<file path="config.mk">
export PLATFORM = sky130hd
export DESIGN_NAME = pll_clock_status_control
export DESIGN_NICKNAME = d
export VERILOG_FILES = /design/src/rtl/pll_ctl_pkg.sv /design/src/rtl/clk_sel_if.sv /design/src/rtl/core_clock_gen.sv /design/src/rtl/pll_clock_status_control.sv
export SDC_FILE = /design/constraint.sdc
export NUM_CORES = 1
export LEC_CHECK = 0
export ABC_AREA = 1
export BUFFER_PORTS_ARGS = -buffer_cell sky130_fd_sc_hd__buf_4
export CAP_MARGIN = 10
export CELL_PAD_IN_SITES_DETAIL_PLACEMENT = 2
export CELL_PAD_IN_SITES_GLOBAL_PLACEMENT = 2
export CORE_MARGIN = 5
export CORE_UTILIZATION = 26
export CTS_CLUSTER_DIAMETER = 60
export DETAILED_ROUTE_END_ITERATION = 8
export GPL_TIMING_DRIVEN = 0
export PLACE_DENSITY_LB_ADDON = 0.1
export SETUP_SLACK_MARGIN = 0.2
export SYNTH_ARGS = -nofsm -noshare
export SYNTH_HDL_FRONTEND = slang
export SYNTH_HIERARCHICAL = 1
export SYNTH_SLANG_ARGS = --single-unit
</file>
<file path="constraint.sdc">
create_clock -name aclk -period 1.7 [get_ports aclk]
set_clock_uncertainty 0.15 [all_clocks]
set_input_delay 0 -clock aclk [delete_from_list [all_inputs] [get_ports aclk]]
set_output_delay 0 -clock aclk [all_outputs]
set_load 0.05 [all_outputs]
</file>
<file path="src/rtl/pll_ctl_pkg.sv">
// Purpose: Shared constants for the PLL control block
// Assumes: aclk at 25 MHz stands in for the PLL clock
// Notes:   Register index is scaled by four for AXI

package pll_ctl_pkg;
  // ----------------------------------------
  // Clock figures
  // ----------------------------------------
  localparam int unsigned XTAL_HZ        = 32768;
  localparam int unsigned PLL_MULT       = 384;
  localparam int unsigned PLL_HZ         = XTAL_HZ * PLL_MULT;
  localparam int unsigned FREE_RUN_KHZ   = 12580;
  localparam int unsigned FREE_RUN_TOLPC = 20;
  localparam int unsigned ACLK_PERIOD_NS = 40;

  // ----------------------------------------
  // Widths
  // ----------------------------------------
  localparam int unsigned ADDR_W  = 12;
  localparam int unsigned DATA_W  = 32;
  localparam int unsigned DIV_W   = 3;
  localparam int unsigned CNT_W   = 7;
  localparam int unsigned TIMER_W = 16;

  // ----------------------------------------
  // Control register layout
  // ----------------------------------------
  localparam int unsigned OSC_HALT_BIT = 7;
  localparam int unsigned LOCK_BIT     = 6;
  localparam int unsigned RSVD_BIT     = 5;
  localparam int unsigned LATCH_BIT    = 4;
  localparam int unsigned FAST_BIT     = 3;
  localparam int unsigned CD_LSB       = 0;

  localparam logic [7:0]       CTRL_RESET = 8'h03;
  localparam logic [DIV_W-1:0] CD_RESET   = CTRL_RESET[2:0];
  localparam logic [DIV_W-1:0] FAST_DIV   = 3'h0;
  localparam logic [TIMER_W-1:0] TIMER_RESET = 16'h0000;

  // ----------------------------------------
  // Address map
  // ----------------------------------------
  localparam logic [9:0]        CTRL_INDEX = 10'h0d7;
  localparam logic [ADDR_W-1:0] CTRL_ADDR  = {CTRL_INDEX, 2'b00};
  localparam logic [ADDR_W-1:0] TIMER_ADDR = 12'h000;

  localparam logic [1:0] RESP_OKAY   = 2'h0;
  localparam logic [1:0] RESP_SLVERR = 2'h2;

  typedef enum logic [1:0] {
    SEL_NONE,
    SEL_CTRL,
    SEL_TIMER
  } reg_sel_e;
endpackage

</file>
<file path="src/rtl/clk_sel_if.sv">
// Purpose: Divider request and core enable between top and generator
// Assumes: Single aclk domain
// Notes:   No clocking block

`timescale 1ns/100ps
`default_nettype none

interface clk_sel_if;
  import pll_ctl_pkg::*;
  logic [DIV_W-1:0] divider;
  logic             fast_en;
  logic             in_service;
  logic             core_en;
  logic [DIV_W-1:0] cur_div;

  modport ctl (output divider, fast_en, in_service, input core_en, cur_div);
  modport gen (input divider, fast_en, in_service, output core_en, cur_div);
endinterface

`default_nettype wire

</file>
<file path="src/rtl/core_clock_gen.sv">
// Purpose: Core clock enable from the PLL clock by a binary divider
// Assumes: Divider 0..7 means divide by 1..128
// Notes:   Divisor changes only at a pulse boundary

`timescale 1ns/100ps
`default_nettype none

module core_clock_gen
  import pll_ctl_pkg::*;
(
  input wire logic aclk,
  input wire logic aresetn,
  clk_sel_if.gen   sel
);
  logic [CNT_W-1:0] cnt_reg;
  logic [DIV_W-1:0] cur_div_reg;
  logic             core_en_reg;
  logic [DIV_W-1:0] req_div;
  logic [CNT_W-1:0] terminal;

  always_comb begin
    req_div  = (sel.fast_en && sel.in_service) ? FAST_DIV : sel.divider;
    terminal = CNT_W'((32'd1 << cur_div_reg) - 32'd1);
  end

  // boundary switch
  // Taking the new divisor only at a pulse keeps every period whole
  always_ff @(posedge aclk) begin
    if (!aresetn) begin
      cnt_reg     <= '0;
      cur_div_reg <= CD_RESET;
      core_en_reg <= 1'b0;
    end else if (cnt_reg == terminal) begin
      cnt_reg     <= '0;
      cur_div_reg <= req_div;
      core_en_reg <= 1'b1;
    end else begin
      cnt_reg     <= cnt_reg + 7'h01;
      core_en_reg <= 1'b0;
    end
  end

  assign sel.core_en = core_en_reg;
  assign sel.cur_div = cur_div_reg;

  // ----------------------------------------
  // Checks
  // ----------------------------------------
  a_fast_entry: assert property (
    @(posedge aclk) disable iff (!aresetn)
    $rose(sel.in_service && sel.fast_en) |-> ##[1:130] (cur_div_reg == FAST_DIV))
    else $error("fast clock not reached after interrupt entry");

  a_irq_return: assert property (
    @(posedge aclk) disable iff (!aresetn)
    ($fell(sel.in_service) && $stable(sel.divider))
      |-> ##[1:130] (cur_div_reg == sel.divider))
    else $error("divider rate not restored after interrupt return");

  a_no_boost: assert property (
    @(posedge aclk) disable iff (!aresetn)
    (!$past(sel.fast_en) && core_en_reg) |-> (cur_div_reg == $past(sel.divider)))
    else $error("divisor boosted with fast response off");

  a_div_eight: assert property (
    @(posedge aclk) disable iff (!aresetn)
    (core_en_reg && cur_div_reg == CD_RESET && req_div == CD_RESET)
      |=> !core_en_reg [*7] ##1 core_en_reg)
    else $error("divide by eight period wrong");

  a_glitch_free: assert property (
    @(posedge aclk) disable iff (!aresetn)
    $changed(cur_div_reg) |-> core_en_reg)
    else $error("divisor changed inside a period");
endmodule

`default_nettype wire

</file>
<file path="src/rtl/pll_clock_status_control.sv">
// Purpose: PLL control register, oscillator halt, lock flag, fast irq clock
// Assumes: All inputs synchronous to aclk; xtal_tick is one pulse per crystal cycle
// Notes:   AXI4-Lite slave, one write and one read at a time
//
// Summary of operation
// - Halt bit set stops crystal oscillator in power-down; clear keeps it running.
// - Running oscillator keeps interval timer counting through power-down.
// - Lock flag is read-only; writes to its bit change nothing.
// - Lock flag set while the PLL tracks the crystal.
// - Lock flag cleared while PLL does not track the crystal.
// - Unlocked PLL free-runs near 12.58 MHz, plus or minus 20 percent.
// - Latched access bit returns pin level caught at reset.
// - Fast bit set runs interrupt service at highest core clock.
// - Interrupt return restores the divider-selected core clock.
// - Fast bit clear services interrupts at divider-selected clock.
// - PLL clock is 384 times the crystal, 12.582912 MHz.
// - Core clock is PLL clock over power of two, default eight.
// - Control register reads 03H after power-on.
//
// The implementer's own choices: the AXI4-Lite register port and the address map.

`timescale 1ns/100ps
`default_nettype none

module pll_clock_status_control
  import pll_ctl_pkg::*;
(
  input  wire logic                aclk,
  input  wire logic                aresetn,
  input  wire logic [ADDR_W-1:0]   awaddr,
  input  wire logic [2:0]          awprot,
  input  wire logic                awvalid,
  output logic                     awready,
  input  wire logic [DATA_W-1:0]   wdata,
  input  wire logic [3:0]          wstrb,
  input  wire logic                wvalid,
  output logic                     wready,
  output logic [1:0]               bresp,
  output logic                     bvalid,
  input  wire logic                bready,
  input  wire logic [ADDR_W-1:0]   araddr,
  input  wire logic [2:0]          arprot,
  input  wire logic                arvalid,
  output logic                     arready,
  output logic [DATA_W-1:0]        rdata,
  output logic [1:0]               rresp,
  output logic                     rvalid,
  input  wire logic                rready,
  input  wire logic                power_down,
  input  wire logic                xtal_tick,
  input  wire logic                pll_tracking,
  input  wire logic                external_access_pin,
  input  wire logic                irq_in_service,
  output logic                     crystal_osc_running,
  output logic                     pll_free_run,
  output logic                     core_clk_en,
  output logic [TIMER_W-1:0]       interval_timer
);
  // ----------------------------------------
  // Declarations
  // ----------------------------------------
  logic                awready_reg;
  logic                wready_reg;
  logic                bvalid_reg;
  logic [1:0]          bresp_reg;
  logic                arready_reg;
  logic                rvalid_reg;
  logic [1:0]          rresp_reg;
  logic [DATA_W-1:0]   rdata_reg;
  logic                aw_got_reg;
  logic                w_got_reg;
  logic [ADDR_W-1:0]   waddr_reg;
  logic [7:0]          wbyte_reg;
  logic                wlane_reg;

  logic                aw_fire;
  logic                w_fire;
  logic                ar_fire;
  logic                wr_do;
  logic                aw_got_next;
  logic                w_got_next;
  logic                bvalid_next;
  logic                rvalid_next;
  reg_sel_e            wr_sel;
  reg_sel_e            rd_sel;

  logic                osc_halt_reg;
  logic                fast_irq_reg;
  logic [DIV_W-1:0]    cd_reg;
  logic                lock_reg;
  logic                latched_ext_reg;
  logic                latch_done_reg;
  logic                osc_run_reg;
  logic                free_run_reg;
  logic [TIMER_W-1:0]  timer_reg;
  logic                osc_on;
  logic [7:0]          ctrl_byte;

  clk_sel_if sel_if ();

  function automatic reg_sel_e decode(input logic [ADDR_W-1:0] a);
    case (a)
      CTRL_ADDR:  decode = SEL_CTRL;
      TIMER_ADDR: decode = SEL_TIMER;
      default:    decode = SEL_NONE;
    endcase
  endfunction

  // ----------------------------------------
  // AXI4-Lite handshakes
  // ----------------------------------------
  always_comb begin
    aw_fire     = awvalid && awready_reg;
    w_fire      = wvalid && wready_reg;
    ar_fire     = arvalid && arready_reg;
    wr_do       = aw_got_reg && w_got_reg && !bvalid_reg;
    aw_got_next = wr_do ? 1'b0 : (aw_got_reg || aw_fire);
    w_got_next  = wr_do ? 1'b0 : (w_got_reg || w_fire);
    bvalid_next = wr_do || (bvalid_reg && !bready);
    rvalid_next = ar_fire || (rvalid_reg && !rready);
    wr_sel      = decode(waddr_reg);
    rd_sel      = decode(araddr);
  end

  always_ff @(posedge aclk) begin
    if (!aresetn) begin
      aw_got_reg  <= 1'b0;
      w_got_reg   <= 1'b0;
      awready_reg <= 1'b0;
      wready_reg  <= 1'b0;
      waddr_reg   <= '0;
      wbyte_reg   <= 8'h00;
      wlane_reg   <= 1'b0;
    end else begin
      aw_got_reg  <= aw_got_next;
      w_got_reg   <= w_got_next;
      awready_reg <= !aw_got_next && !bvalid_next;
      wready_reg  <= !w_got_next && !bvalid_next;
      if (aw_fire) begin
        waddr_reg <= awaddr;
      end
      if (w_fire) begin
        wbyte_reg <= wdata[7:0];
        wlane_reg <= wstrb[0];
      end
    end
  end

  // Timer is read-only, so a write there is refused
  always_ff @(posedge aclk) begin
    if (!aresetn) begin
      bvalid_reg <= 1'b0;
      bresp_reg  <= RESP_OKAY;
    end else begin
      bvalid_reg <= bvalid_next;
      if (wr_do) begin
        bresp_reg <= (wr_sel == SEL_CTRL) ? RESP_OKAY : RESP_SLVERR;
      end
    end
  end

  always_ff @(posedge aclk) begin
    if (!aresetn) begin
      rvalid_reg  <= 1'b0;
      arready_reg <= 1'b0;
      rresp_reg   <= RESP_OKAY;
      rdata_reg   <= '0;
    end else begin
      rvalid_reg  <= rvalid_next;
      arready_reg <= !rvalid_next;
      if (ar_fire) begin
        case (rd_sel)
          SEL_CTRL: begin
            rdata_reg <= {24'h000000, ctrl_byte};
            rresp_reg <= RESP_OKAY;
          end
          SEL_TIMER: begin
            rdata_reg <= {16'h0000, timer_reg};
            rresp_reg <= RESP_OKAY;
          end
          default: begin
            rdata_reg <= '0;
            rresp_reg <= RESP_SLVERR;
          end
        endcase
      end
    end
  end

  // ----------------------------------------
  // Control register
  // ----------------------------------------
  always_comb begin
    ctrl_byte = 8'h00;
    ctrl_byte[OSC_HALT_BIT] = osc_halt_reg;
    ctrl_byte[LOCK_BIT] = lock_reg;
    ctrl_byte[RSVD_BIT] = 1'b0;
    ctrl_byte[LATCH_BIT] = latched_ext_reg;
    ctrl_byte[FAST_BIT] = fast_irq_reg;
    ctrl_byte[CD_LSB +: DIV_W] = cd_reg;
  end

  // power-on value
  // Only halt, fast and divider bits are stored from a write
  always_ff @(posedge aclk) begin
    if (!aresetn) begin
      osc_halt_reg <= CTRL_RESET[OSC_HALT_BIT];
      fast_irq_reg <= CTRL_RESET[FAST_BIT];
      cd_reg       <= CD_RESET;
    end else if (wr_do && wr_sel == SEL_CTRL && wlane_reg) begin
      osc_halt_reg <= wbyte_reg[OSC_HALT_BIT];
      fast_irq_reg <= wbyte_reg[FAST_BIT];
      cd_reg       <= wbyte_reg[CD_LSB +: DIV_W];
    end
  end

  // lock tracking
  // Unlocked means the PLL is free-running at a loose rate
  always_ff @(posedge aclk) begin
    if (!aresetn) begin
      lock_reg     <= CTRL_RESET[LOCK_BIT];
      free_run_reg <= !CTRL_RESET[LOCK_BIT];
    end else begin
      lock_reg     <= pll_tracking;
      free_run_reg <= !pll_tracking;
    end
  end

  // latch access pin
  // Caught once after reset release, never from the reset itself
  always_ff @(posedge aclk) begin
    if (!aresetn) begin
      latched_ext_reg <= CTRL_RESET[LATCH_BIT];
      latch_done_reg  <= 1'b0;
    end else if (!latch_done_reg) begin
      latched_ext_reg <= external_access_pin;
      latch_done_reg  <= 1'b1;
    end
  end

  // ----------------------------------------
  // Oscillator and interval timer
  // ----------------------------------------
  // oscillator halt
  assign osc_on = !(power_down && osc_halt_reg);

  always_ff @(posedge aclk) begin
    if (!aresetn) begin
      osc_run_reg <= 1'b1;
    end else begin
      osc_run_reg <= osc_on;
    end
  end

  // timer in power-down
  // Ticks while halted are lost, as the crystal is stopped
  always_ff @(posedge aclk) begin
    if (!aresetn) begin
      timer_reg <= TIMER_RESET;
    end else if (xtal_tick && osc_on) begin
      timer_reg <= timer_reg + 16'h0001;
    end
  end

  // ----------------------------------------
  // Core clock
  // ----------------------------------------
  assign sel_if.divider    = cd_reg;
  assign sel_if.fast_en    = fast_irq_reg;
  assign sel_if.in_service = irq_in_service;

  core_clock_gen u_core_clock_gen (
    .aclk    (aclk),
    .aresetn (aresetn),
    .sel     (sel_if.gen)
  );

  // ----------------------------------------
  // Outputs
  // ----------------------------------------
  assign awready             = awready_reg;
  assign wready              = wready_reg;
  assign bvalid              = bvalid_reg;
  assign bresp               = bresp_reg;
  assign arready             = arready_reg;
  assign rvalid              = rvalid_reg;
  assign rresp               = rresp_reg;
  assign rdata               = rdata_reg;
  assign crystal_osc_running = osc_run_reg;
  assign pll_free_run        = free_run_reg;
  assign core_clk_en         = sel_if.core_en;
  assign interval_timer      = timer_reg;

  // ----------------------------------------
  // Checks
  // ----------------------------------------
  a_osc_halt_pd: assert property (
    @(posedge aclk) disable iff (!aresetn)
    power_down |=> (osc_run_reg == !$past(osc_halt_reg)))
    else $error("oscillator state wrong in power-down");

  a_timer_pd: assert property (
    @(posedge aclk) disable iff (!aresetn)
    (power_down && !osc_halt_reg && xtal_tick)
      |=> (timer_reg == $past(timer_reg) + 16'h0001))
    else $error("interval timer stalled in power-down");

  a_lock_ro: assert property (
    @(posedge aclk) disable iff (!aresetn)
    (wr_do && wr_sel == SEL_CTRL && pll_tracking == lock_reg)
      |=> $stable(lock_reg))
    else $error("write changed lock flag");

  a_lock_set: assert property (
    @(posedge aclk) disable iff (!aresetn)
    pll_tracking [*2] |-> (lock_reg && ctrl_byte[LOCK_BIT]))
    else $error("lock flag not set while tracking");

  a_lock_clear: assert property (
    @(posedge aclk) disable iff (!aresetn)
    !pll_tracking |=> (!lock_reg && pll_free_run))
    else $error("lock flag not cleared while unlocked");

  a_free_run_lock: assert property (
    @(posedge aclk) disable iff (!aresetn)
    pll_free_run != lock_reg)
    else $error("free-run state disagrees with lock flag");

  a_latch_hold: assert property (
    @(posedge aclk) disable iff (!aresetn)
    latch_done_reg |=> (latched_ext_reg == $past(latched_ext_reg)))
    else $error("latched access bit moved with the pin");

  a_latch_catch: assert property (
    @(posedge aclk) disable iff (!aresetn)
    $rose(latch_done_reg) |-> (latched_ext_reg == $past(external_access_pin)))
    else $error("access pin not latched after reset");

  a_reset_value: assert property (
    @(posedge aclk) disable iff (!aresetn)
    $rose(aresetn) |-> (ctrl_byte == CTRL_RESET))
    else $error("control register reset value wrong");

  a_rsvd_zero: assert property (
    @(posedge aclk) disable iff (!aresetn)
    (ar_fire && rd_sel == SEL_CTRL) |=> (rdata_reg[RSVD_BIT] == 1'b0))
    else $error("reserved bit read nonzero");

  a_bvalid_hold: assert property (
    @(posedge aclk) disable iff (!aresetn)
    (bvalid_reg && !bready) |=> (bvalid_reg && $stable(bresp_reg)))
    else $error("write response dropped early");
endmodule

`default_nettype wire

</file>
Word-level counts from Yosys, hierarchy flattened:

Cells that the tools add are included.

* $add $sub $neg: 3
* equal/unequal tests: 6
* shift operators: 1
* multiplexer cells: 10
* bitwise logic cells: 1
* reductions and logical operators: 31

Operators by type and width (number)
* 16-bit case mux with 2 select lines: 1
* 12-bit by 10-bit == test with 1-bit output (second input constant): 2
* 12-bit logical NOT: 2
* 16-bit by 1-bit adder with 16-bit output (second input constant): 1
* 1-bit logical AND: 14
* 1-bit logical NOT: 9
* 2-bit case mux with 2 select lines: 2
* 7-bit by 1-bit adder with 7-bit output (second input constant): 1
* 7-bit == test: 1
* 1-bit by 3-bit left shift with 7-bit output (first input constant): 1
* 7-bit by 1-bit subtractor with 7-bit output (second input constant): 1
* 2-bit by 1-bit == test with 1-bit output (second input constant): 2
* 1-bit logical OR: 4
* 1-bit 2-to-1 mux: 4
* 2-bit 2-to-1 mux: 2
* 2-bit OR reduction: 2
* 3-bit 2-to-1 mux: 1
* 2-bit == test (second input constant): 1
* 1-bit inverter: 1

* flip-flop bits (word level): 101
* input bits: 78
* output and inout port bits: 60
* word-level logic and storage cells: 77

Logic depth before layout (Yosys ltp):

Gate-level depths: netlist of run 1.

* word-level depth: 5
* mapped depth: 11
* gate-level depth less buffers: 10

Cells and area by module:

Netlist of run 1, hierarchy kept.

Modules (own cells, without submodules)
* pll_clock_status_control: instances 1, cells an instance 389, area an instance 2897.8 um^2, sequential area each 1381.3 um^2
* core_clock_gen: instances 1, cells an instance 108, area an instance 748.2 um^2, sequential area each 220.2 um^2

Worst setup path before layout of run 1:

No wires, ideal clock.

* path kind: reg-to-reg
* start: register timer_reg[1] (netlist: interval_timer[1])
* end: register timer_reg[12] (netlist: interval_timer[12])
* library setup time: 0.114 ns
* arrival: 1.481 ns
* required time: 1.436 ns
* path slack: -0.044 ns
* cell stages (with the launch flop): 7
* path buffers: 0
* clock period less this slack: 1.744 ns
* path through: dfxtp_1 > ha_1 > nand3_2 > nor2_2 > nand4_1 > nor2_1 > nor2_1

* longest elaborated chain between the ends: 1

Ends and longest elaborated chain
* start, declared: RTL line pll_clock_status_control.sv:95 `logic [TIMER_W-1:0] timer_reg;`
* start signal, assigned: RTL line pll_clock_status_control.sv:261 `timer_reg <= timer_reg + 16'h0001;`
* 16-bit by 1-bit adder with 16-bit output: RTL line pll_clock_status_control.sv:261

No other way between the ends.
A chain may end at the register's enable or synchronous reset.

Final worst setup path of run 1:

* start: register u_core_clock_gen.cur_div_reg[2] (netlist: u_core_clock_gen/sel.cur_div[2])
* end: register u_core_clock_gen.cnt_reg[6]

* longest elaborated chain between the ends: 4

Ends and longest elaborated chain
* start, declared: RTL line core_clock_gen.sv:16 `logic [DIV_W-1:0] cur_div_reg;`
* start signal, assigned: RTL line core_clock_gen.sv:35 `cur_div_reg <= req_div;`
* 1-bit by 3-bit left shift with 7-bit output: RTL line core_clock_gen.sv:23 `terminal = CNT_W'((32'd1 << cur_div_reg) - 32'd1);`
* 7-bit by 1-bit subtractor with 7-bit output: RTL line core_clock_gen.sv:23
* 7-bit == test: RTL line core_clock_gen.sv:33 `end else if (cnt_reg == terminal) begin`
* 2-bit OR reduction (no source line)
* end signal, assigned: RTL line core_clock_gen.sv:38 `cnt_reg <= cnt_reg + 7'h01;`
* end, declared: RTL line core_clock_gen.sv:15 `logic [CNT_W-1:0] cnt_reg;`

No other way between the ends.

==> results of run 1 <==
[power by group through the flow]
stage / clock, mW / sequential (mW) / combinational, mW
floorplan: 0 / 2.08 / 0.283
global placement: 0 / 2.03 / 0.502
detailed placement: 0 / 2.03 / 0.516
CTS: 2.06 / 1.99 / 0.574
global route: 2.13 / 2.00 / 0.652
finish: 1.98 / 1.99 / 0.593
[stage by stage]
stage	worst slack (ns)	area (um2)	total power [mW]	util, %	setup TNS (ns)
6_report	0.1737	5384	4.565	38.94	0
5_1_grt	0.08328	5384	4.780	38.94	0
4_1_cts	0.1848	5216	4.627	37.73	0
3_5_place_dp	-0.2038	4581	2.546	33.13	-1.339
3_3_place_gp	-0.1037	4581	2.529	33.13	-0.5125
2_1_floorplan	0.2111	3732	2.359	-	0
[cell usage after synthesis, drive strengths merged]
master    n  area, um2
a211oi    2      15.01
ha        4      50.05
nor4      1      6.260
a21oi    35      175.2
inv      56      210.2
a21boi    3      22.52
nor2     81      359.1
and2      1      6.260
nor3      7      35.03
o21ai    34      170.2
o22ai     2      12.51
clkinv    2      7.510
xnor2     2      17.52
clkbuf    4      15.01
dfxtp    80       1602
nor3b     1      7.510
conb      1      3.750
nand2   103      406.6
nand3    38      240.2
xor2      4      35.03
nand4    10      62.56
buf      26      186.4
[cell families (layout without fill, tap and decap cells)]
logic type / count (synthesis) / count (layout) / synth area share (%)
fa+ha+maj: 4 / 4 / 1.373
xor+xnor: 6 / 6 / 1.441
simple gates: 242 / 242 / 30.82
flops: 80 / 80 / 43.93
other cells: 1 / 18 / 0.1029
buf+inv: 88 / 226 / 11.50
compound gates: 76 / 76 / 10.84
[per-layer routing]
layer  track usage, %  vias to the layer above  share of wire [%]
met1            18.11                     1766                 44
met3            3.611                       16                4.4
li1                 -                     1851                  -
met4            5.556                        0                1.8
met5                0                        -                  0
met2            26.48                       70                 50
[area by class of cell]
cell class                 count  share of cell area (%)
sequential                    80                   30.40
inverter                      58                   4.160
clock buffer                  13                   4.834
buffer                        30                   3.904
timing repair buffer         122                   18.80
multi-input combinational    346                   32.98
clock inverter                 3                  0.7437
tap                          180                   4.183
[worst max path at each step]
stage | start | endpoint | slack (ns) | cells after the start
CTS | u_core_clock_gen/cnt_reg[0]$_SDFF_PP0_ | u_core_clock_gen/cnt_reg[6]$_SDFF_PP0_ | 0.18 | 5
floorplan | interval_timer[12]$_SDFFE_PN0P_ | interval_timer[14]$_SDFFE_PN0P_ | 0.21 | 7
detailed placement | araddr[5] | rdata[7]$_SDFFE_PN0P_ | -0.20 | 8
global route | u_core_clock_gen/sel.cur_div[2]$_SDFFE_PN0N_ | u_core_clock_gen/cnt_reg[4]$_SDFF_PP0_ | 0.08 | 10
finish | u_core_clock_gen/sel.cur_div[2]$_SDFFE_PN0N_ | u_core_clock_gen/cnt_reg[6]$_SDFF_PP0_ | 0.17 | 9
global placement | araddr[5] | rdata[7]$_SDFFE_PN0P_ | -0.10 | 8
[timing repair]
action | CTS | global route
setup buffers | 1 | 6
resized for setup | 11 | 27
pin swaps | 2 | 14
hold buffers | 29 | 1
endpoints found under the setup margin | 21 | 37
gates cloned | 0 | 2
hold endpoints to repair | 52 | 14
==> summary.md, run 1 <==
| Metric | Value |
|---|---|
| CP Max Fanout | 7 |
| Final #Nets | 729 |
| Clock Power Share | 43.5% |
| Max_slew headroom | 58.93% |
| Setup violation total in the final timing report | 0 |
| Maximum operating frequency | 655.2 MHz |
| Die Width | 128.4 um |
| Failing checks | negative hold slack |
| Detailed router's first-iteration violation count | 66 |
| Leakage dissipation | 2.400 nW |
| Internal power | 3.390 mW |
| Period utilization | 89.78% |
| Worst Hold Slack | -0.2293 ns |
| Clock buffers created by TritonCTS | 9 |
| Hold Fails Final Rpt | 13 |
| Die ar. | 0.01649 mm2 |
| Tightest Pin Transition | 0.6161 ns |
| Number of antenna-violating nets in the routed design | 0 |
| Global-route wire length before repair | 19.83 mm |
| Total grt overflow | 0 |
| Starting density of the core | 26.37% |
| Commonest non-fill, non-tap cell in the layout | sky130_fd_sc_hd__buf_4 |
| Vias in the first global route | 3999 |
| Routed wirelength normalized by instance count | 15.05 um |
| Yosys warns | 6 |
| Startpoint kind of the worst setup timing path | register |
| Worst reg2reg path endpoint | u_core_clock_gen/cnt_reg[6]$_SDFF_PP0_ |
| Buffer levels on the longest clock path | 2 |
| Total count of max-transition violations in the final report | 0 |
| Sort of element at the end of the critical path | register |
| Mean Syn Cell Area | 7.336 um2 |
| Switching portion of total power | 25.75% |
| Largest net degree at the start of global routing | 15 |
| Commonest non-fill, non-tap cells in the layout | 109 x sky130_fd_sc_hd__buf_4, 94 x sky130_fd_sc_hd__nand2_1, 62 x sky130_fd_sc_hd__nor2_1 |
| Initial antenna violation count | 0 |
| Critical path buffers and inverters | 2 |
| Core Box Area | 0.01383 mm2 |
| Switching power | 1.175 mW |
| Overall die height | 128.4 um |
| Worst endpoint required time | 1.79 ns |
| Flop pwr share | 43.6% |
| Worst skew pair latency | 0.34 ns |
| Avg Vias per Cell | 4.451 |
| Setup repair after global routing missed its margin | yes |
| Inst Count DP | 777 |
| Start point of the worst hold path | aresetn |
| Worst Hold Endpoint | latch_done_reg$_DFF_P_ |
| Vias post-DR | 3703 |
| Final HPWL DP | 9.424 mm |
| Count of distinct cell types in the synthesized netlist | 32 |
| Post-synthesis to final-layout area growth | 47.67% |
| Worst-path cell with the longest stage delay | sky130_fd_sc_hd__dfxtp_4 |
| Clock-pin transition on the worst setup and hold timing paths | 0.06 ns |
| Root buffer cell | sky130_fd_sc_hd__clkbuf_16 |
| Final weighted congestion in routability-driven placement | 0.7708 |
| Row cnt | 43 |
| Cell family with most CP delay | simple AND/OR/NAND/NOR gates |
| Finished Layout Cells | 832 |
| HP Class | primary input to register |
| Count of unresolved DRC violations after routing | 0 |
| Clk sink count | 80 |
| Global routing usage summed across all routing layers | 15.18% |
| Largest stage delay, worst path | 0.37 ns |
| CP Cell Sequence | buf_8, inv_4, nand2_1, nand2_1, nand2_1, nor2_2, nand3_4, nand2_8, nor2_2 |
| Critical path's most frequent cell | sky130_fd_sc_hd__nand2_1 |
| CTS tree | done |
| Buffers added on ports | 83 |
| Maximum Capacitance Violations | 0 |
| Part of the power in combinational logic | 13.0% |
| Syn Std Cell Area | 0.003646 mm2 |
| Detailed Route WL | 12.52 mm |
| Critical R2R Launch | u_core_clock_gen/sel.cur_div[2]$_SDFFE_PN0N_ |
| VDD IR max | 0.4337 mV |
| Post-Synthesis Cells | 497 |
| R2R depth | 9 |
| Seq. cell area | 0.001637 mm2 |
| Worst Setup Path Type | register to register |
| Yosys reg bits | 80 |
| Share of the yosys chip area belonging to registers | 43.93% |
| Min cycle time layout | 1.526 ns |
| Run status | complete, but fails checks |
| Ratio of cells with drive above 1 in the final layout | 29.75% |
| FF-to-FF setup slack | 0.17 ns |
| Htree depth | 3 |
| Power per Cell Area | 847.9 mW/mm2 |
| Diodes inserted | 0 |
| TritonRoute pass-1 iters | 4 |
| Fill cell count | 1554 |
| Hold path cells | 1 |
| Data arrival time of the critical path | 1.61 ns |
| Count of pins on the block boundary | 138 |
| Multi-input gate area | 0.001775 mm2 |
(Power assumes the default switching activity.)
==> run 2: changes to the inputs <==
Settings changed: CTS_BUF_LIST set to sky130_fd_sc_hd__clkbuf_8 sky130_fd_sc_hd__clkbuf_16, SKIP_LAST_GASP set to 1.
==> run 2 against run 1 <==
Compared with the run above: sequential share of layout area is the same; critical path type unchanged; count of clock-buffer cells in the layout shrank 2; flip-flop and latch count is the same; critical path depth is the same; largest cell class unchanged; wire length is essentially flat; sequential power is essentially flat; the run still ends with negative hold slack left; die area is the same; critical endpoint unchanged; total power shrank 0.28%; maximum frequency is essentially flat; via count is the same; combinational power is essentially flat.
==> summary.md, run 2 (synthesis results as in run 1) <==
| Metric | Value |
|---|---|
| Run status | complete, but fails checks |
| Failing checks | negative hold slack |
| Largest net degree at the start of global routing | 15 |
| Maximum operating frequency | 655.2 MHz |
| Final weighted congestion in routability-driven placement | 0.7708 |
| Period utilization | 89.78% |
| Start point of the worst hold path | aresetn |
| Number of antenna-violating nets in the routed design | 0 |
| Vias in the first global route | 3999 |
| Worst Setup Path Type | register to register |
| Power per Cell Area | 845.5 mW/mm2 |
| Clock-pin transition on the worst setup and hold timing paths | 0.06 ns |
| Worst Hold Slack | -0.2293 ns |
| Worst slack at placement | -0.2038 ns |
| Overall die height | 128.4 um |
| Final #Nets | 729 |
| Post-route worst setup slack | 0.1737 ns |
| Switching power | 1.175 mW |
| Detailed router's first-iteration violation count | 66 |
| Tightest Pin Transition | 0.6159 ns |
| Flop pwr share | 43.7% |
| Hold path cells | 1 |
| Starting density of the core | 26.37% |
| Worst reg2reg path endpoint | u_core_clock_gen/cnt_reg[6]$_SDFF_PP0_ |
| Count of pins on the block boundary | 138 |
| Fill cell count | 1554 |
| Final HPWL DP | 9.424 mm |
| Ratio of cells with drive above 1 in the final layout | 29.75% |
| Diodes inserted | 0 |
| Commonest non-fill, non-tap cell in the layout | sky130_fd_sc_hd__buf_4 |
| Leakage dissipation | 2.408 nW |
| Avg Vias per Cell | 4.451 |
| HP Class | primary input to register |
| Buffers added on ports | 83 |
| Final-layout setup total negative slack | 0 ns |
| Buffer levels on the longest clock path | 2 |
| Setup violation total in the final timing report | 0 |
| Worst skew pair latency | 0.34 ns |
| Commonest non-fill, non-tap cells in the layout | 109 x sky130_fd_sc_hd__buf_4, 94 x sky130_fd_sc_hd__nand2_1, 62 x sky130_fd_sc_hd__nor2_1 |
| CTS tree | done |
| Global routing usage summed across all routing layers | 15.18% |
| Worst Hold Endpoint | latch_done_reg$_DFF_P_ |
| Largest stage delay, worst path | 0.37 ns |
| Die ar. | 0.01649 mm2 |
| Critical R2R Launch | u_core_clock_gen/sel.cur_div[2]$_SDFFE_PN0N_ |
| R2R depth | 9 |
| VDD IR max | 0.4334 mV |
| Routed wirelength normalized by instance count | 15.06 um |
| FF-to-FF setup slack | 0.17 ns |
| Switching portion of total power | 25.81% |
| Internal power | 3.377 mW |
| TritonRoute pass-1 iters | 4 |
| CP Max Fanout | 7 |
| Data arrival time of the critical path | 1.61 ns |
| Post-Route Utilization | 38.94% |
| Detailed Route WL | 12.53 mm |
| Die Width | 128.4 um |
| Setup repair after global routing missed its margin | yes |
| Total grt overflow | 0 |
| Clk sink count | 80 |
| Maximum Capacitance Violations | 0 |
| Part of the power in combinational logic | 13.0% |
| Min cycle time layout | 1.526 ns |
| Count of unresolved DRC violations after routing | 0 |
| Critical path's most frequent cell | sky130_fd_sc_hd__nand2_1 |
| Max_slew headroom | 58.94% |
| Global-route wire length before repair | 19.83 mm |
| Sort of element at the end of the critical path | register |
| Core Box Area | 0.01383 mm2 |
| Worst endpoint required time | 1.79 ns |
| Vias post-DR | 3703 |
| Htree depth | 3 |
| Initial antenna violation count | 0 |
| Startpoint kind of the worst setup timing path | register |
| Post-synthesis to final-layout area growth | 47.67% |
| Row cnt | 43 |
| Worst-path cell with the longest stage delay | sky130_fd_sc_hd__dfxtp_4 |
| Total count of max-transition violations in the final report | 0 |
| CP Cell Sequence | buf_8, inv_4, nand2_1, nand2_1, nand2_1, nor2_2, nand3_4, nand2_8, nor2_2 |
| Clock Power Share | 43.3% |
| Hold Fails Final Rpt | 13 |
| Clock buffers created by TritonCTS | 9 |
| Root buffer cell | sky130_fd_sc_hd__clkbuf_16 |
run 2: cell count changes in the layout (fill, tap and decap cells not counted):
| cell | before | now |
|---|---|---|
| sky130_fd_sc_hd__inv_1 | 52 | 54 |
| sky130_fd_sc_hd__clkbuf_1 | 4 | 2 |
run 2: layer usage:
layer / vias to the layer above / routed length (um) / GRT usage, %
met3: 15 / 550 / 3.611
li1: 1851 / - / -
met5: - / 0 / 0
met2: 73 / 6201 / 26.48
met1: 1764 / 5546 / 18.11
met4: 0 / 228 / 5.556
run 2: power groups by stage:
stage | Combinational [mW] | Clock, mW | Sequential (mW)
CTS | 0.574 | 2.05 | 1.99
floorplan | 0.283 | 0 | 2.08
global route | 0.652 | 2.12 | 2.00
global placement | 0.502 | 0 | 2.03
detailed placement | 0.516 | 0 | 2.03
finish | 0.592 | 1.97 | 1.99
run 2: worst max path at each step:
| stage | start | slack (ns) | endpoint |
|---|---|---|---|
| after global placement | araddr[5] | -0.10 | rdata[7]$_SDFFE_PN0P_ |
| after global routing | u_core_clock_gen/sel.cur_div[2]$_SDFFE_PN0N_ | 0.08 | u_core_clock_gen/cnt_reg[4]$_SDFF_PP0_ |
| after detailed placement | araddr[5] | -0.20 | rdata[7]$_SDFFE_PN0P_ |
| after floorplan | interval_timer[12]$_SDFFE_PN0P_ | 0.21 | interval_timer[14]$_SDFFE_PN0P_ |
| final | u_core_clock_gen/sel.cur_div[2]$_SDFFE_PN0N_ | 0.17 | u_core_clock_gen/cnt_reg[6]$_SDFF_PP0_ |
| after CTS | u_core_clock_gen/cnt_reg[0]$_SDFF_PP0_ | 0.18 | u_core_clock_gen/cnt_reg[6]$_SDFF_PP0_ |
run 2: area by class of cell:
class | count | area (um2) | area share [%]
multi-input combinational | 346 | 1775 | 32.98
sequential | 80 | 1637 | 30.40
timing repair buffer | 122 | 1012 | 18.80
clock buffer | 11 | 252.7 | 4.694
tap | 180 | 225.2 | 4.183
inverter | 58 | 224.0 | 4.160
buffer | 30 | 210.2 | 3.904
clock inverter | 5 | 47.55 | 0.8831
run 2: critical path, delay by kind of cell, from the launching register on:
kind	cells	cell delay, ns
buffers and inverters	2	0.20
flip-flops	1	0.37
AND/OR/NAND/NOR	7	0.70
run 2: stage by stage:
| stage | total power [mW] | area [um2] | cells |
|---|---|---|---|
| 3_5_place_dp | 2.546 | 4581 | 777 |
| 5_1_grt | 4.769 | 5384 | 832 |
| 3_3_place_gp | 2.529 | 4581 | 777 |
| 4_1_cts | 4.614 | 5216 | 823 |
| 6_report | 4.552 | 5384 | 832 |
| 2_1_floorplan | 2.359 | 3732 | 514 |
run 2: timing repair:
item | 4_1_cts | 5_1_grt
pin swaps | 2 | 14
hold endpoints to repair | 52 | 14
endpoints found under the setup margin | 21 | 37
resized for setup | 11 | 27
buffers inserted | 1 | 6
cloned | 0 | 2
hold buffers | 29 | 1
==> run 3: changes to the inputs <==
Settings changed: CORE_UTILIZATION 26 to 23.
Clock period 1.7 ns to 1.4 ns, I/O delays scaled along.
==> run 3 against run 2 <==
Compared with the run above: the run ends with negative hold slack, negative setup slack left; sequential power increased by 21%; combinational power rose by 34%; final cell count up 7.1%; via count is 3.2% higher; critical path type unchanged; critical endpoint is now u_core_clock_gen/cnt_reg[4]$_SDFF_PP0_.
==> summary.md, run 3 (synthesis results as in run 1) <==
| Metric | Value |
|---|---|
| Worst Hold Slack | -0.2261 ns |
| Failing checks | negative hold slack, negative setup slack |
| Design Area, Final | 0.006050 mm2 |
| FF-to-FF setup slack | -0.07 ns |
| Worst slack at placement | -0.2464 ns |
| Fill cell count | 1814 |
| VDD IR max | 0.5059 mV |
| Clk sink count | 80 |
| Row cnt | 46 |
| Worst Hold Endpoint | latch_done_reg$_DFF_P_ |
| Worst Setup Path Type | register to register |
| CTS tree | done |
| Period utilization | 105.4% |
| Min cycle time layout | 1.475 ns |
| Data arrival time of the critical path | 1.55 ns |
| Inst Count DP | 813 |
| Finished Layout Cells | 891 |
| Buffer levels on the longest clock path | 2 |
| Vias post-DR | 3820 |
| Setup repair after global routing missed its margin | yes |
| Leakage dissipation | 2.659 nW |
| Post-synthesis to final-layout area growth | 65.92% |
| Hold Fails Final Rpt | 18 |
| CP Max Fanout | 7 |
| Worst reg2reg path endpoint | u_core_clock_gen/cnt_reg[4]$_SDFF_PP0_ |
| Die ar. | 0.01847 mm2 |
| Post-route worst setup slack | -0.07492 ns |
| Max_slew headroom | 50.70% |
| Final weighted congestion in routability-driven placement | 0.7072 |
| Global-route wire length before repair | 20.38 mm |
| Power per Cell Area | 896.9 mW/mm2 |
| HP Class | primary input to register |
| Core Box Area | 0.01571 mm2 |
| Tightest Pin Transition | 0.7395 ns |
| Total count of max-transition violations in the final report | 0 |
| Ratio of cells with drive above 1 in the final layout | 44.44% |
| Commonest non-fill, non-tap cell in the layout | sky130_fd_sc_hd__buf_4 |
| Number of antenna-violating nets in the routed design | 0 |
| Root buffer cell | sky130_fd_sc_hd__clkbuf_16 |
| Post-CTS Hold Buffers | 28 |
| Diodes inserted | 0 |
| Maximum Capacitance Violations | 0 |
| Detailed router's first-iteration violation count | 119 |
| Detailed Route WL | 13.36 mm |
| Run status | complete, but fails checks |
| Overall die height | 135.9 um |
| Final #Nets | 752 |
| Initial antenna violation count | 0 |
| Avg Vias per Cell | 4.287 |
| Largest net degree at the start of global routing | 15 |
| Placement Cell Area | 0.004740 mm2 |
| Start point of the worst hold path | aresetn |
| Total grt overflow | 0 |
| Commonest non-fill, non-tap cells in the layout | 112 x sky130_fd_sc_hd__buf_4, 73 x sky130_fd_sc_hd__nand2_1, 54 x sky130_fd_sc_hd__nor2_1 |
| Count of pins on the block boundary | 138 |
| Routed wirelength normalized by instance count | 14.99 um |
| Final HPWL DP | 9.515 mm |
| Hold path cells | 1 |
| Starting density of the core | 23.20% |
| Die Width | 135.9 um |
| Vias in the first global route | 4080 |
| Sort of element at the end of the critical path | register |
| Setup violation total in the final timing report | 13 |
| Worst skew pair latency | 0.35 ns |
| Htree depth | 3 |
| Maximum operating frequency | 678.0 MHz |
| Startpoint kind of the worst setup timing path | register |
| Global routing usage summed across all routing layers | 14.11% |
| Clock buffers created by TritonCTS | 9 |
| Buffers added on ports | 83 |
| Clock-pin transition on the worst setup and hold timing paths | 0.06 ns |
| Worst endpoint required time | 1.48 ns |
| Critical R2R Launch | u_core_clock_gen/sel.cur_div[0]$_SDFFE_PN1N_ |
| TritonRoute pass-1 iters | 4 |
| Count of unresolved DRC violations after routing | 0 |
| R2R depth | 8 |
-- run 3: timing repair --
action	4_1_cts	5_1_grt
endpoints found under the setup margin	63	59
gates resized for setup	67	86
pin swaps	30	41
hold endpoints to repair	58	18
buffers inserted	18	15
gates cloned	2	0
-- run 3: worst max-delay path by stage --
stage / from / to / slack, ns / cells after the start
after floorplan: interval_timer[1]$_SDFFE_PN0P_ / interval_timer[15]$_SDFFE_PN0P_ / 0.03 / 7
after global placement: u_core_clock_gen/sel.cur_div[0]$_SDFFE_PN1N_ / u_core_clock_gen/cnt_reg[0]$_SDFF_PP0_ / -0.17 / 9
after detailed placement: araddr[5] / rdata[0]$_SDFFE_PN0P_ / -0.25 / 10
after CTS: u_core_clock_gen/sel.cur_div[2]$_SDFFE_PN0N_ / u_core_clock_gen/cnt_reg[4]$_SDFF_PP0_ / -0.09 / 8
after global routing: u_core_clock_gen/sel.cur_div[2]$_SDFFE_PN0N_ / u_core_clock_gen/cnt_reg[4]$_SDFF_PP0_ / -0.18 / 10
final: u_core_clock_gen/sel.cur_div[0]$_SDFFE_PN1N_ / u_core_clock_gen/cnt_reg[4]$_SDFF_PP0_ / -0.07 / 8
-- run 3: stage by stage --
stage	util (%)	power, mW	hold slack, ns	setup TNS, ns
2_1_floorplan	-	2.858	-0.1223	0
3_3_place_gp	30.16	3.072	0.04605	-2.628
3_5_place_dp	30.16	3.089	0.04392	-4.461
4_1_cts	36.22	5.466	-0.2406	-0.9728
5_1_grt	38.50	5.674	-0.2331	-2.356
6_report	38.50	5.426	-0.2261	-0.6865
-- run 3: cell type report --
type	count	area (um2)	share of cell area, %
multi-input cells	347	2108	34.85
flip-flops and latches	80	1674	27.67
clock buffers	11	252.7	4.178
well taps	216	270.3	4.467
repair buffers	144	1251	20.68
plain buffers	30	232.7	3.847
inverters	58	236.5	3.909
clock inverters	5	23.77	0.3930
-- run 3: power by group --
| group | leakage (nW) | internal [mW] | total, mW | switching (mW) |
|---|---|---|---|---|
| sequential | 0.667 | 2.34 | 2.41 | 0.0722 |
| combinational | 1.84 | 0.328 | 0.796 | 0.469 |
| clock | 0.148 | 1.28 | 2.22 | 0.937 |
| total | 2.66 | 3.95 | 5.43 | 1.48 |
-- run 3: critical path: stages, from the launching register on --
cell and delay (ns):
sky130_fd_sc_hd__dfxtp_4 0.36, sky130_fd_sc_hd__inv_1 0.14, sky130_fd_sc_hd__nand2_2 0.08, sky130_fd_sc_hd__nand3_1 0.09
sky130_fd_sc_hd__nand2_1 0.08, sky130_fd_sc_hd__nor2_2 0.15, sky130_fd_sc_hd__nand3_4 0.14, sky130_fd_sc_hd__nand2_8 0.13
sky130_fd_sc_hd__nor2_2 0.04
-- run 3: layer usage --
| layer | up-vias | share of wire [%] | GRT usage (%) |
|---|---|---|---|
| met5 | - | 0 | 0 |
| met4 | 0 | 1.5 | 5.207 |
| met3 | 10 | 4.4 | 2.998 |
| met2 | 71 | 50 | 23.84 |
| met1 | 1831 | 45 | 17.70 |
| li1 | 1908 | - | - |
